$ cat src/logic/csp_pkg.sv
/*
 Constants, types and register map for the core status and program
 counter block. Assumes one clock domain and synchronous reset.
*/
package csp_pkg;
    localparam logic [7:0] ADDR_FLAGS   = 8'h86;
    localparam logic [7:0] ADDR_STACK_POINTER_AND_SUPPLY_STATUS    = 8'hef;
    localparam logic [7:0] ADDR_PCL     = 8'hce;
    localparam logic [7:0] ADDR_PCH     = 8'hcf;
    localparam logic [7:0] ADDR_ACC     = 8'hc0;
    localparam logic [7:0] WORK_FIRST   = 8'h80;
    localparam int         WORK_REGS    = 16;
    localparam int         FLG_POR      = 7;
    localparam int         FLG_WDT      = 6;
    localparam int         FLG_RST      = 5;
    localparam int         FLG_STACK_OVERFLOW_FLAG    = 4;
    localparam int         FLG_C        = 2;
    localparam int         FLG_DC       = 1;
    localparam int         FLG_Z        = 0;
    localparam int         STK_GIE      = 7;
    localparam int         STK_LVL      = 6;
    localparam int         STK_LVH      = 5;
    localparam logic [2:0] SP_RESET     = 3'h7;
    localparam logic [12:0] PC_RESET    = 13'h0000;
    localparam logic [12:0] PC_STEP     = 13'h0001;
    localparam logic [12:0] PC_SKIP     = 13'h0002;
    localparam logic [7:0] BYTE_FF      = 8'hff;
    localparam logic [7:0] BYTE_01      = 8'h01;
    localparam logic [7:0] BYTE_00      = 8'h00;

    typedef enum logic [3:0] {
        CSP_OP_NONE, CSP_OP_ADD, CSP_OP_ADC, CSP_OP_SUB, CSP_OP_SBC,
        CSP_OP_AND, CSP_OP_OR, CSP_OP_XOR, CSP_OP_RLC, CSP_OP_RRC,
        CSP_OP_CMP, CSP_OP_INC, CSP_OP_DEC, CSP_OP_MOV
    } csp_alu_op_t;

    typedef enum logic [2:0] {
        CSP_SK_NONE, CSP_SK_CMP, CSP_SK_INC, CSP_SK_DEC,
        CSP_SK_BIT0, CSP_SK_BIT1
    } csp_skip_t;

    typedef enum logic [1:0] {
        CSP_PC_STEP, CSP_PC_LOAD, CSP_PC_LOWADD, CSP_PC_HOLD
    } csp_pc_op_t;

    typedef struct packed {
        csp_alu_op_t op;
        logic [7:0]  operand;
        logic        to_acc;
    } csp_alu_req_t;

    typedef struct packed {
        logic [7:0]  addr;
        logic [7:0]  wdata;
        logic        wr;
        logic        rd;
    } csp_bus_t;

    typedef enum logic [1:0] {
        CSP_RC_POWER, CSP_RC_WATCHDOG, CSP_RC_PIN, CSP_RC_NONE
    } csp_cause_t;
endpackage

$ cat src/logic/csp_core_state.sv
/*
 Accumulator, flag register, stack status register and program counter.
 Assumes the decoder issues one instruction per cycle with single-cycle
 strobes, and the reset controller reports the cause with rst.
*/
// Strobed register access was decided locally.
`timescale 1ns/100ps
module csp_core_state (
    input  wire logic                 clock,
    input  wire logic                 rst,
    input  wire csp_pkg::csp_bus_t    bus,
    output logic      [7:0]           rdata_q,
    input  wire csp_pkg::csp_alu_req_t alu_req,
    input  wire logic                 alu_go,
    input  wire csp_pkg::csp_skip_t   skip_kind,
    input  wire logic [7:0]           skip_operand,
    input  wire logic [2:0]           skip_bit,
    input  wire csp_pkg::csp_pc_op_t  pc_op,
    input  wire logic [12:0]          pc_target,
    input  wire logic                 pc_low_sub,
    input  wire logic                 push,
    input  wire logic                 pop,
    input  wire logic                 int_entry,
    input  wire logic                 int_return,
    input  wire logic [7:0]           work_in [16],
    output logic      [7:0]           work_saved_q [16],
    input  wire csp_pkg::csp_cause_t  reset_cause,
    input  wire logic                 supply_low_pin,
    input  wire logic                 supply_high_pin,
    output logic      [7:0]           acc_q,
    output logic      [12:0]          pc_q,
    output logic                      gie_q,
    output logic      [2:0]           sp_q
);
    import csp_pkg::*;

    logic [7:0] alu_res;
    logic       alu_c;
    logic       alu_dc;
    logic       alu_wc;
    logic       c_q;
    logic       dc_q;
    logic       z_q;
    logic       por_q;
    logic       wdt_q;
    logic       pin_q;
    logic       stack_overflow_flag_q;
    logic [1:0] lvl_s;
    logic [1:0] lvh_s;
    logic [7:0] acc_saved_q;
    logic       skip_d;
    logic [8:0] add_chk;
    logic [4:0] nib_chk;
    logic       cmp_flag_wr;

    csp_alu u_alu (
        .op       (alu_req.op),
        .a        (acc_q),
        .b        (alu_req.operand),
        .cin      (c_q),
        .res      (alu_res),
        .c        (alu_c),
        .dc       (alu_dc),
        .writes_c (alu_wc)
    );

    // Supply comparators are asynchronous to the core clock
    always_ff @(posedge clock) begin
        lvl_s <= {lvl_s[0], supply_low_pin};
        lvh_s <= {lvh_s[0], supply_high_pin};
    end

    // Accumulator; result lands in memory when to_acc is low
    always_ff @(posedge clock) begin
        if (rst) begin
            acc_q <= BYTE_00;
        end else if (int_return) begin
            acc_q <= acc_saved_q;
        end else if (alu_go && alu_req.to_acc
                     && alu_req.op != CSP_OP_CMP) begin
            acc_q <= alu_res;
        end
    end

    // Hardware context save on interrupt entry
    always_ff @(posedge clock) begin
        if (rst) begin
            acc_saved_q <= BYTE_00;
        end else if (int_entry) begin
            acc_saved_q <= acc_q;
        end
    end

    generate
        for (genvar i = 0; i < WORK_REGS; i++) begin : g_work
            always_ff @(posedge clock) begin
                if (rst) begin
                    work_saved_q[i] <= BYTE_00;
                end else if (int_entry) begin
                    work_saved_q[i] <= work_in[i];
                end
            end
            save_word_a: assert property (
                @(posedge clock) disable iff (rst)
                int_entry |=> work_saved_q[i] == $past(work_in[i]))
                else $error("working register not saved");
        end
    endgenerate

    // ALU writes win over a same-cycle software write
    assign cmp_flag_wr = bus.wr && bus.addr == ADDR_FLAGS;
    always_ff @(posedge clock) begin
        if (rst) begin
            c_q  <= 1'b0;
            dc_q <= 1'b0;
            z_q  <= 1'b0;
        end else if (alu_go) begin
            if (alu_wc) begin
                c_q  <= alu_c;
                dc_q <= alu_dc;
            end
            z_q <= (alu_res == BYTE_00);
        end else if (cmp_flag_wr) begin
            c_q  <= bus.wdata[FLG_C];
            dc_q <= bus.wdata[FLG_DC];
            z_q  <= bus.wdata[FLG_Z];
        end
    end

    // Reset cause latched while reset is held
    always_ff @(posedge clock) begin
        if (rst) begin
            por_q <= (reset_cause == CSP_RC_POWER);
            wdt_q <= (reset_cause == CSP_RC_WATCHDOG);
            pin_q <= (reset_cause == CSP_RC_PIN);
        end
    end

    // Stack pointer counts down on push; zero level means full
    always_ff @(posedge clock) begin
        if (rst) begin
            sp_q    <= SP_RESET;
            stack_overflow_flag_q <= 1'b0;
        end else if (push) begin
            if (sp_q == 3'h0) begin
                stack_overflow_flag_q <= 1'b1;
            end
            sp_q <= sp_q - 3'h1;
        end else if (pop) begin
            sp_q <= sp_q + 3'h1;
        end else if (bus.wr && bus.addr == ADDR_STACK_POINTER_AND_SUPPLY_STATUS) begin
            sp_q <= bus.wdata[2:0];
        end
    end

    always_ff @(posedge clock) begin
        if (rst) begin
            gie_q <= 1'b0;
        end else if (bus.wr && bus.addr == ADDR_STACK_POINTER_AND_SUPPLY_STATUS) begin
            gie_q <= bus.wdata[STK_GIE];
        end
    end

    // Skip condition evaluation
    always_comb begin
        case (skip_kind)
            CSP_SK_CMP:  skip_d = (acc_q == skip_operand);
            CSP_SK_INC:  skip_d = (skip_operand == BYTE_FF);
            CSP_SK_DEC:  skip_d = (skip_operand == BYTE_01);
            CSP_SK_BIT0: skip_d = !skip_operand[skip_bit];
            CSP_SK_BIT1: skip_d = skip_operand[skip_bit];
            default:     skip_d = 1'b0;
        endcase
    end

    // Reference sums kept apart from the ALU so checks catch its slips
    assign add_chk = {1'b0, acc_q} + {1'b0, alu_req.operand};
    assign nib_chk = {1'b0, acc_q[3:0]} + {1'b0, alu_req.operand[3:0]};

    // Program counter
    always_ff @(posedge clock) begin
        if (rst) begin
            pc_q <= PC_RESET;
        end else begin
            case (pc_op)
                CSP_PC_LOAD: pc_q <= pc_target;
                CSP_PC_LOWADD: begin
                    // Result already summed by ALU; carry from alu_c
                    pc_q[7:0] <= alu_res;
                    if (!pc_low_sub && alu_c) begin
                        pc_q[12:8] <= pc_q[12:8] + 5'h01;
                    end
                end
                CSP_PC_HOLD: pc_q <= pc_q;
                default: begin
                    if (skip_d) begin
                        pc_q <= pc_q + PC_SKIP;
                    end else begin
                        pc_q <= pc_q + PC_STEP;
                    end
                end
            endcase
        end
    end

    // Register read port; accumulator is not decoded
    always_ff @(posedge clock) begin
        if (rst) begin
            rdata_q <= BYTE_00;
        end else if (bus.rd) begin
            case (bus.addr)
                ADDR_FLAGS: rdata_q <= {por_q, wdt_q, pin_q, stack_overflow_flag_q,
                                        1'b0, c_q, dc_q, z_q};
                ADDR_STACK_POINTER_AND_SUPPLY_STATUS:  rdata_q <= {gie_q, lvl_s[1], lvh_s[1],
                                        2'b00, sp_q};
                ADDR_PCL:   rdata_q <= pc_q[7:0];
                ADDR_PCH:   rdata_q <= {3'b000, pc_q[12:8]};
                default:    rdata_q <= BYTE_00;
            endcase
        end else begin
            rdata_q <= BYTE_00;
        end
    end

    // Reset checks carry no disable so the clear itself is watched
    pc_reset_a: assert property (
        @(posedge clock)
        rst |=> pc_q == PC_RESET)
        else $error("pc not cleared");
    stk_reset_a: assert property (
        @(posedge clock)
        rst |=> sp_q == SP_RESET && !gie_q)
        else $error("stack register not reset");
    zero_flag_a: assert property (
        @(posedge clock) disable iff (rst)
        alu_go |=> z_q == ($past(alu_res) == 8'h00))
        else $error("zero flag mismatch");
    acc_mov_a: assert property (
        @(posedge clock) disable iff (rst)
        alu_go && alu_req.to_acc && alu_req.op == CSP_OP_MOV
        && !int_return |=> acc_q == $past(alu_req.operand))
        else $error("accumulator not loaded");
    add_carry_a: assert property (
        @(posedge clock) disable iff (rst)
        alu_go && alu_req.op == CSP_OP_ADD
        |=> c_q == $past(add_chk[8]))
        else $error("add carry wrong");
    add_dc_a: assert property (
        @(posedge clock) disable iff (rst)
        alu_go && alu_req.op == CSP_OP_ADD
        |=> dc_q == $past(nib_chk[4]))
        else $error("add decimal carry wrong");
    sub_carry_a: assert property (
        @(posedge clock) disable iff (rst)
        alu_go && alu_req.op == CSP_OP_SUB
        |=> c_q == $past(acc_q >= alu_req.operand))
        else $error("subtract carry wrong");
    flag_wr_a: assert property (
        @(posedge clock) disable iff (rst)
        cmp_flag_wr && !alu_go
        |=> {c_q, dc_q, z_q} == $past(bus.wdata[FLG_C:FLG_Z]))
        else $error("flag write lost");
    cause_one_a: assert property (
        @(posedge clock) disable iff (rst)
        $onehot0({por_q, wdt_q, pin_q}))
        else $error("more than one reset cause");
    sp_push_a: assert property (
        @(posedge clock) disable iff (rst)
        push |=> sp_q == $past(sp_q) - 3'h1)
        else $error("stack pointer push wrong");
    gie_wr_a: assert property (
        @(posedge clock) disable iff (rst)
        bus.wr && bus.addr == ADDR_STACK_POINTER_AND_SUPPLY_STATUS
        |=> gie_q == $past(bus.wdata[STK_GIE]))
        else $error("interrupt enable write lost");
    supply_bits_a: assert property (
        @(posedge clock) disable iff (rst)
        bus.rd && bus.addr == ADDR_STACK_POINTER_AND_SUPPLY_STATUS
        |=> rdata_q[STK_LVL] == $past(supply_low_pin, 3))
        else $error("supply indicator wrong");
    rd_acc_a: assert property (
        @(posedge clock) disable iff (rst)
        bus.rd && bus.addr == ADDR_ACC
        |=> rdata_q == BYTE_00)
        else $error("accumulator visible on bus");
    pc_step_a: assert property (
        @(posedge clock) disable iff (rst)
        pc_op == CSP_PC_STEP && !skip_d
        |=> pc_q == $past(pc_q) + 13'h0001)
        else $error("pc step wrong");
    pc_skip_a: assert property (
        @(posedge clock) disable iff (rst)
        pc_op == CSP_PC_STEP && skip_d
        |=> pc_q == $past(pc_q) + 13'h0002)
        else $error("pc skip wrong");
    inc_skip_a: assert property (
        @(posedge clock) disable iff (rst)
        pc_op == CSP_PC_STEP && skip_kind == CSP_SK_INC
        && skip_operand == BYTE_FF |=> pc_q == $past(pc_q) + PC_SKIP)
        else $error("increment skip missed");
    dec_skip_a: assert property (
        @(posedge clock) disable iff (rst)
        pc_op == CSP_PC_STEP && skip_kind == CSP_SK_DEC
        && skip_operand == BYTE_01 |=> pc_q == $past(pc_q) + PC_SKIP)
        else $error("decrement skip missed");
    bit_skip_a: assert property (
        @(posedge clock) disable iff (rst)
        pc_op == CSP_PC_STEP && skip_kind == CSP_SK_BIT0
        && !skip_operand[skip_bit] |=> pc_q == $past(pc_q) + PC_SKIP)
        else $error("bit test skip missed");
    pc_load_a: assert property (
        @(posedge clock) disable iff (rst)
        pc_op == CSP_PC_LOAD
        |=> pc_q == $past(pc_target))
        else $error("pc load wrong");
    pc_borrow_a: assert property (
        @(posedge clock) disable iff (rst)
        pc_op == CSP_PC_LOWADD && pc_low_sub
        |=> $stable(pc_q[12:8]))
        else $error("high byte moved on borrow");
    pc_carry_a: assert property (
        @(posedge clock) disable iff (rst)
        pc_op == CSP_PC_LOWADD && !pc_low_sub && alu_c
        |=> pc_q[12:8] == $past(pc_q[12:8]) + 5'h01)
        else $error("high byte no carry");
    stk_ovf_a: assert property (
        @(posedge clock) disable iff (rst)
        push && sp_q == 3'h0
        |=> stack_overflow_flag_q)
        else $error("overflow not set");
    ctx_save_a: assert property (
        @(posedge clock) disable iff (rst)
        int_entry
        |=> acc_saved_q == $past(acc_q))
        else $error("context save wrong");
    ctx_restore_a: assert property (
        @(posedge clock) disable iff (rst)
        int_return
        |=> acc_q == $past(acc_saved_q))
        else $error("context restore wrong");
    cmp_skip_a: assert property (
        @(posedge clock) disable iff (rst)
        pc_op == CSP_PC_STEP && skip_kind == CSP_SK_CMP
        && acc_q != skip_operand |=> pc_q == $past(pc_q) + PC_STEP)
        else $error("compare skipped wrongly");
    cmp_hit_a: assert property (
        @(posedge clock) disable iff (rst)
        pc_op == CSP_PC_STEP && skip_kind == CSP_SK_CMP
        && acc_q == skip_operand |=> pc_q == $past(pc_q) + PC_SKIP)
        else $error("compare skip missed");
endmodule

$ cat src/logic/csp_alu.sv
/*
 Combinational 8-bit ALU producing result and carry flags.
 Assumes the caller registers the outputs.
*/
`timescale 1ns/100ps
module csp_alu (
    input  wire csp_pkg::csp_alu_op_t op,
    input  wire logic [7:0]           a,
    input  wire logic [7:0]           b,
    input  wire logic                 cin,
    output logic      [7:0]           res,
    output logic                      c,
    output logic                      dc,
    output logic                      writes_c
);
    import csp_pkg::*;
    logic [8:0] wide;
    logic [4:0] nib;
    always_comb begin
        wide     = 9'h000;
        nib      = 5'h00;
        res      = a;
        c        = cin;
        dc       = 1'b0;
        writes_c = 1'b1;
        case (op)
            CSP_OP_ADD, CSP_OP_ADC: begin
                // Carry out and low nibble carry
                wide = {1'b0, a} + {1'b0, b} + {8'h00, op == CSP_OP_ADC && cin};
                nib  = {1'b0, a[3:0]} + {1'b0, b[3:0]}
                     + {4'h0, op == CSP_OP_ADC && cin};
                res  = wide[7:0];
                c    = wide[8];
                dc   = nib[4];
            end
            CSP_OP_SUB, CSP_OP_SBC, CSP_OP_CMP: begin
                // Carry means no borrow
                wide = {1'b0, a} - {1'b0, b}
                     - {8'h00, op == CSP_OP_SBC && !cin};
                nib  = {1'b0, a[3:0]} - {1'b0, b[3:0]}
                     - {4'h0, op == CSP_OP_SBC && !cin};
                res  = wide[7:0];
                c    = !wide[8];
                dc   = !nib[4];
            end
            CSP_OP_RLC: begin
                res = {a[6:0], cin};
                c   = a[7];
            end
            CSP_OP_RRC: begin
                res = {cin, a[7:1]};
                c   = a[0];
            end
            CSP_OP_AND: begin
                res = a & b;
                writes_c = 1'b0;
            end
            CSP_OP_OR: begin
                res = a | b;
                writes_c = 1'b0;
            end
            CSP_OP_XOR: begin
                res = a ^ b;
                writes_c = 1'b0;
            end
            CSP_OP_INC: begin
                res = a + 8'h01;
                writes_c = 1'b0;
            end
            CSP_OP_DEC: begin
                res = a - 8'h01;
                writes_c = 1'b0;
            end
            CSP_OP_MOV: begin
                res = b;
                writes_c = 1'b0;
            end
            default: begin
                writes_c = 1'b0;
            end
        endcase
    end
endmodule

$ cat config.mk
export PLATFORM = sky130hd
export DESIGN_NAME = csp_core_state
export DESIGN_NICKNAME = d
export VERILOG_FILES = /design/src/logic/csp_pkg.sv /design/src/logic/csp_core_state.sv /design/src/logic/csp_alu.sv
export SDC_FILE = /design/constraint.sdc
export NUM_CORES = 1
export LEC_CHECK = 0
export BUFFER_PORTS_ARGS = -buffer_cell sky130_fd_sc_hd__buf_2
export CAP_MARGIN = 20
export CORE_AREA = 2 2 151 153
export CTS_BUF_LIST = sky130_fd_sc_hd__clkbuf_8
export CTS_CLUSTER_SIZE = 8
export DETAILED_ROUTE_END_ITERATION = 8
export DIE_AREA = 0 0 153 155
export PLACE_DENSITY_LB_ADDON = 0.05
export SLEW_MARGIN = 20
export SYNTH_ARGS = -nofsm -noshare
export SYNTH_HDL_FRONTEND = slang
export SYNTH_SLANG_ARGS = --single-unit
$ cat constraint.sdc
create_clock -name clock -period 5.3 [get_ports clock]
set_input_delay 1.59 -clock clock [delete_from_list [all_inputs] [get_ports clock]]
set_output_delay 1.59 -clock clock [all_outputs]
set_load 0.05 [all_outputs]
==> flow_metrics.env <==
export IMPL_cts_sinks=180
export IMPL_seq_power_share_pct=44.9
export IMPL_utilization_pct=54.4
export IMPL_clk_path_buf_depth=2
export IMPL_worstSkewPairLatency_ns=0.46
export IMPL_fp_dieH_um=155
export IMPL_crit_chain="buf_2, nor4b_1, buf_4, nand2b_1, fa_1, fa_1, o21a_1, nor2_1, xnor2_1, a221oi_1, a21oi_1, a22oi_1, nor3_1, a311o_1"
export IMPL_use_met1_pct=31.1
export IMPL_fin_nets=1664
export IMPL_path_class="primary input to flop"
export IMPL_combPwrFrac_pct=27.4
export IMPL_hold_class="flop to flop"
export IMPL_grt_overflow=0
export IMPL_initial_utilization_pct=43.9
export IMPL_synth_ff_type="dfxtp_1"
export IMPL_final_cells=1714
export IMPL_cts_resized=0
export IMPL_place_port_buffers=356
export IMPL_wirelength_um=31300
export IMPL_cts_root_buf="clkbuf_8"
export IMPL_dp_cells=1680
export IMPL_syn2layout_area_growth_pct=24.0
export IMPL_ys_ff_latch=180
export IMPL_reg2reg_slack_ns=1.73
export IMPL_synth_area_mm2=0.00975
export IMPL_hold_path_startpoint="lvl_s[0]"
export IMPL_status="complete, no violations"
export IMPL_yosysTopAreaCell="dfxtp_1"
export IMPL_rr_endpoint="pc_q[8]"
export IMPL_cp_startpoint="alu_req[10]"
export IMPL_cp_required_ns=5.65
export IMPL_synth_common_cells="nor2_1, dfxtp_1, mux2i_1, a21oi_1, ha_1"
export IMPL_syn_num_nets=1345
export IMPL_syn_inst=1095
export IMPL_cts_setup_buffers=0
export IMPL_critPathBufInv=2
export IMPL_met2_usage_pct=43.3
export IMPL_hold_viol=0
export IMPL_cpPeakStageDelay_ns=0.47
export IMPL_yosys_warnings=0
export IMPL_drc_errors=0
export IMPL_std_cell_rows=55
export IMPL_crit_fanout=3
export IMPL_yosysUniqueCellTypes=82
export IMPL_peakVddDrop_uv=174
export IMPL_cp_slowest_cell="fa_1"
export IMPL_finalCritPeriodShare_pct=87.5
export IMPL_grt_max_degree=102
export IMPL_worstPathArrival_ns=4.98
export IMPL_drt_iter0_drc=625
export IMPL_grt_use_met3_pct=7.41
export IMPL_leakage_nw=5.87
export IMPL_final_area_mm2=0.0121
export IMPL_whs_ns=0.344
export IMPL_whs_path_depth=0
export IMPL_max_freq_mhz=216
export IMPL_cts_inserted_buffers=17
export IMPL_htreeDepth=4
export IMPL_setup_tns_ns=0
export IMPL_synth_top_cell_area_share_pct=36.3
export IMPL_holdPathEnd="lvl_s[1]"
export IMPL_power_total_mw=3.34
export IMPL_clk_pin_slew_ns=0.09
export IMPL_tightest_slew_ns=1.01
export IMPL_worstRegToRegCells=11
export IMPL_antenna_found_initial=6
export IMPL_finalSetupViolCount=0
export IMPL_coreArea_mm2=0.0222
export IMPL_gr_max_usage_layer="met2"
export IMPL_drive_gt1_share_pct=29.3
export IMPL_r2r_start="acc_q[1]"
export IMPL_die_w_um=153
export IMPL_dieArea_mm2=0.0237
export IMPL_dp_slack_ns=0.239
export IMPL_synth_edf_count=3
export IMPL_nFillCells=2145
export IMPL_dpl_cell_area_mm2=0.0117
export IMPL_fin_crit_ns=4.64
export IMPL_clock_power_share_pct=27.7
export IMPL_syn_avg_cell_area_um2=8.90
export IMPL_cts_tree="yes"
export IMPL_first_global_vias=8824
export IMPL_slew_headroom_pct=31.6
export IMPL_cpMostUsedCell="fa_1"
export IMPL_p_int_mw=2.13
export IMPL_place_congestion=0.922
export IMPL_start_kind="primary input"
export IMPL_critical_path_top_delay_family="compound AO/OA/AOI/OAI gates"
export IMPL_power_share_switching_pct=36.4
export IMPL_slew_viol_final=0
export IMPL_end_kind="flop"
export IMPL_synth_most_common_cell="nor2_1"
export IMPL_dr_pass1_iters=5
export IMPL_p_sw_mw=1.22
export IMPL_skew_ns=0.0188
export IMPL_rsz0062_at_grt="false"
export IMPL_grt_pass1_wl_um=48200
export IMPL_synth_seq_area_share_pct=37.3
export IMPL_viasPerCell=5.40
export IMPL_drv_cap=0
export IMPL_yosys_top_cells_area="dfxtp_1, mux2i_1, nor2_1"
export IMPL_io_pins=361
export IMPL_hold_buffers=0
export IMPL_p_per_area_mw_per_mm2=277
export IMPL_routedWlPerCell_um=18.3
export IMPL_detail_route_antenna_nets=0
export IMPL_dp_hpwl_um=23500
export IMPL_vias=9262
export IMPL_grt_usage_pct=25.4
export IMPL_setup_slack_ns=0.661
export IMPL_synthArstFlopShare_pct=0
sequential cells by signal (all words and copies together) (netlist names):
| signal | cells |
|---|---|
| c_q | 1 |
| por_q | 1 |
| acc_q | 8 |
| stack_overflow_flag_q | 1 |
| pc_q | 13 |
| rdata_q | 8 |
| gie_q | 1 |
| wdt_q | 1 |
| acc_saved_q | 8 |
| z_q | 1 |
| sp_q | 3 |
| lvh_s | 2 |
| pin_q | 1 |
| dc_q | 1 |
| work_saved_q | 128 |
| lvl_s | 2 |
per-layer routing:
metal / part of all wire, % / vias to the layer above / routed length, um
met5: 0.077 / - / 24
met3: 7.8 / 45 / 2430
li1: - / 4562 / -
met2: 49 / 329 / 15300
met1: 41 / 4322 / 12900
met4: 2.1 / 4 / 669
power by group through the flow:
stage | clock (mW) | combinational, mW | sequential (mW)
after global placement | 0 | 0.909 | 1.53
after global routing | 0.998 | 0.987 | 1.51
after detailed placement | 0 | 0.915 | 1.53
after CTS | 0.952 | 0.918 | 1.50
final | 0.926 | 0.917 | 1.50
after floorplan | 0 | 0.403 | 1.76
area by class of cell:
class / count / area [um2] / area share [%]
inverter: 48 / 180 / 1.49
sequential: 180 / 3630 / 30.1
antenna: 3 / 7.51 / 0.0621
tap: 285 / 357 / 2.95
clock buffer: 17 / 234 / 1.94
multi-input combinational: 801 / 5660 / 46.8
clock inverter: 14 / 144 / 1.19
timing repair buffer: 366 / 1880 / 15.5
worst max-delay path by stage:
stage	endpoint	slack, ns	cells past startpoint
4_1_cts	pc_q[4]	0.73	14
3_5_place_dp	pc_q[4]	0.24	14
6_report	pc_q[4]	0.66	14
5_1_grt	pc_q[10]	0.55	16
3_3_place_gp	pc_q[4]	0.31	14
2_1_floorplan	pc_q[8]	0.46	17
layout by cell type (no fill, tap or decap), types with 10 or more instances in the layout:
| master | synthesis | final |
|---|---|---|
| a211oi_1 | 18 | 18 |
| a21oi_1 | 55 | 55 |
| a31oi_1 | 14 | 14 |
| buf_2 | 8 | 354 |
| buf_4 | 1 | 10 |
| clkbuf_8 | 0 | 17 |
| dfxtp_1 | 177 | 177 |
| ha_1 | 45 | 45 |
| inv_1 | 42 | 43 |
| mux2i_1 | 153 | 153 |
| nand2_1 | 36 | 36 |
| nand3_1 | 22 | 22 |
| nor2_1 | 200 | 200 |
| nor2b_1 | 14 | 14 |
| nor3_1 | 11 | 11 |
| o21ai_0 | 23 | 23 |
| xnor2_1 | 14 | 14 |
cell families (layout without fill, tap and decap cells):
kind of cell             after synthesis  after routing  synth area share (%)
AO/OA/AOI/OAI                        231            231                  16.6
buffers and inverters                114            445                  4.70
multiplexers                         159            159                  16.6
flip-flops                           180            180                  37.3
XOR/XNOR                              23             23                  2.07
adder cells (fa/ha/maj)               50             50                  6.80
other                                  0              3                     0
AND/OR/NAND/NOR                      338            338                  15.9
(Power assumes the default switching activity.)
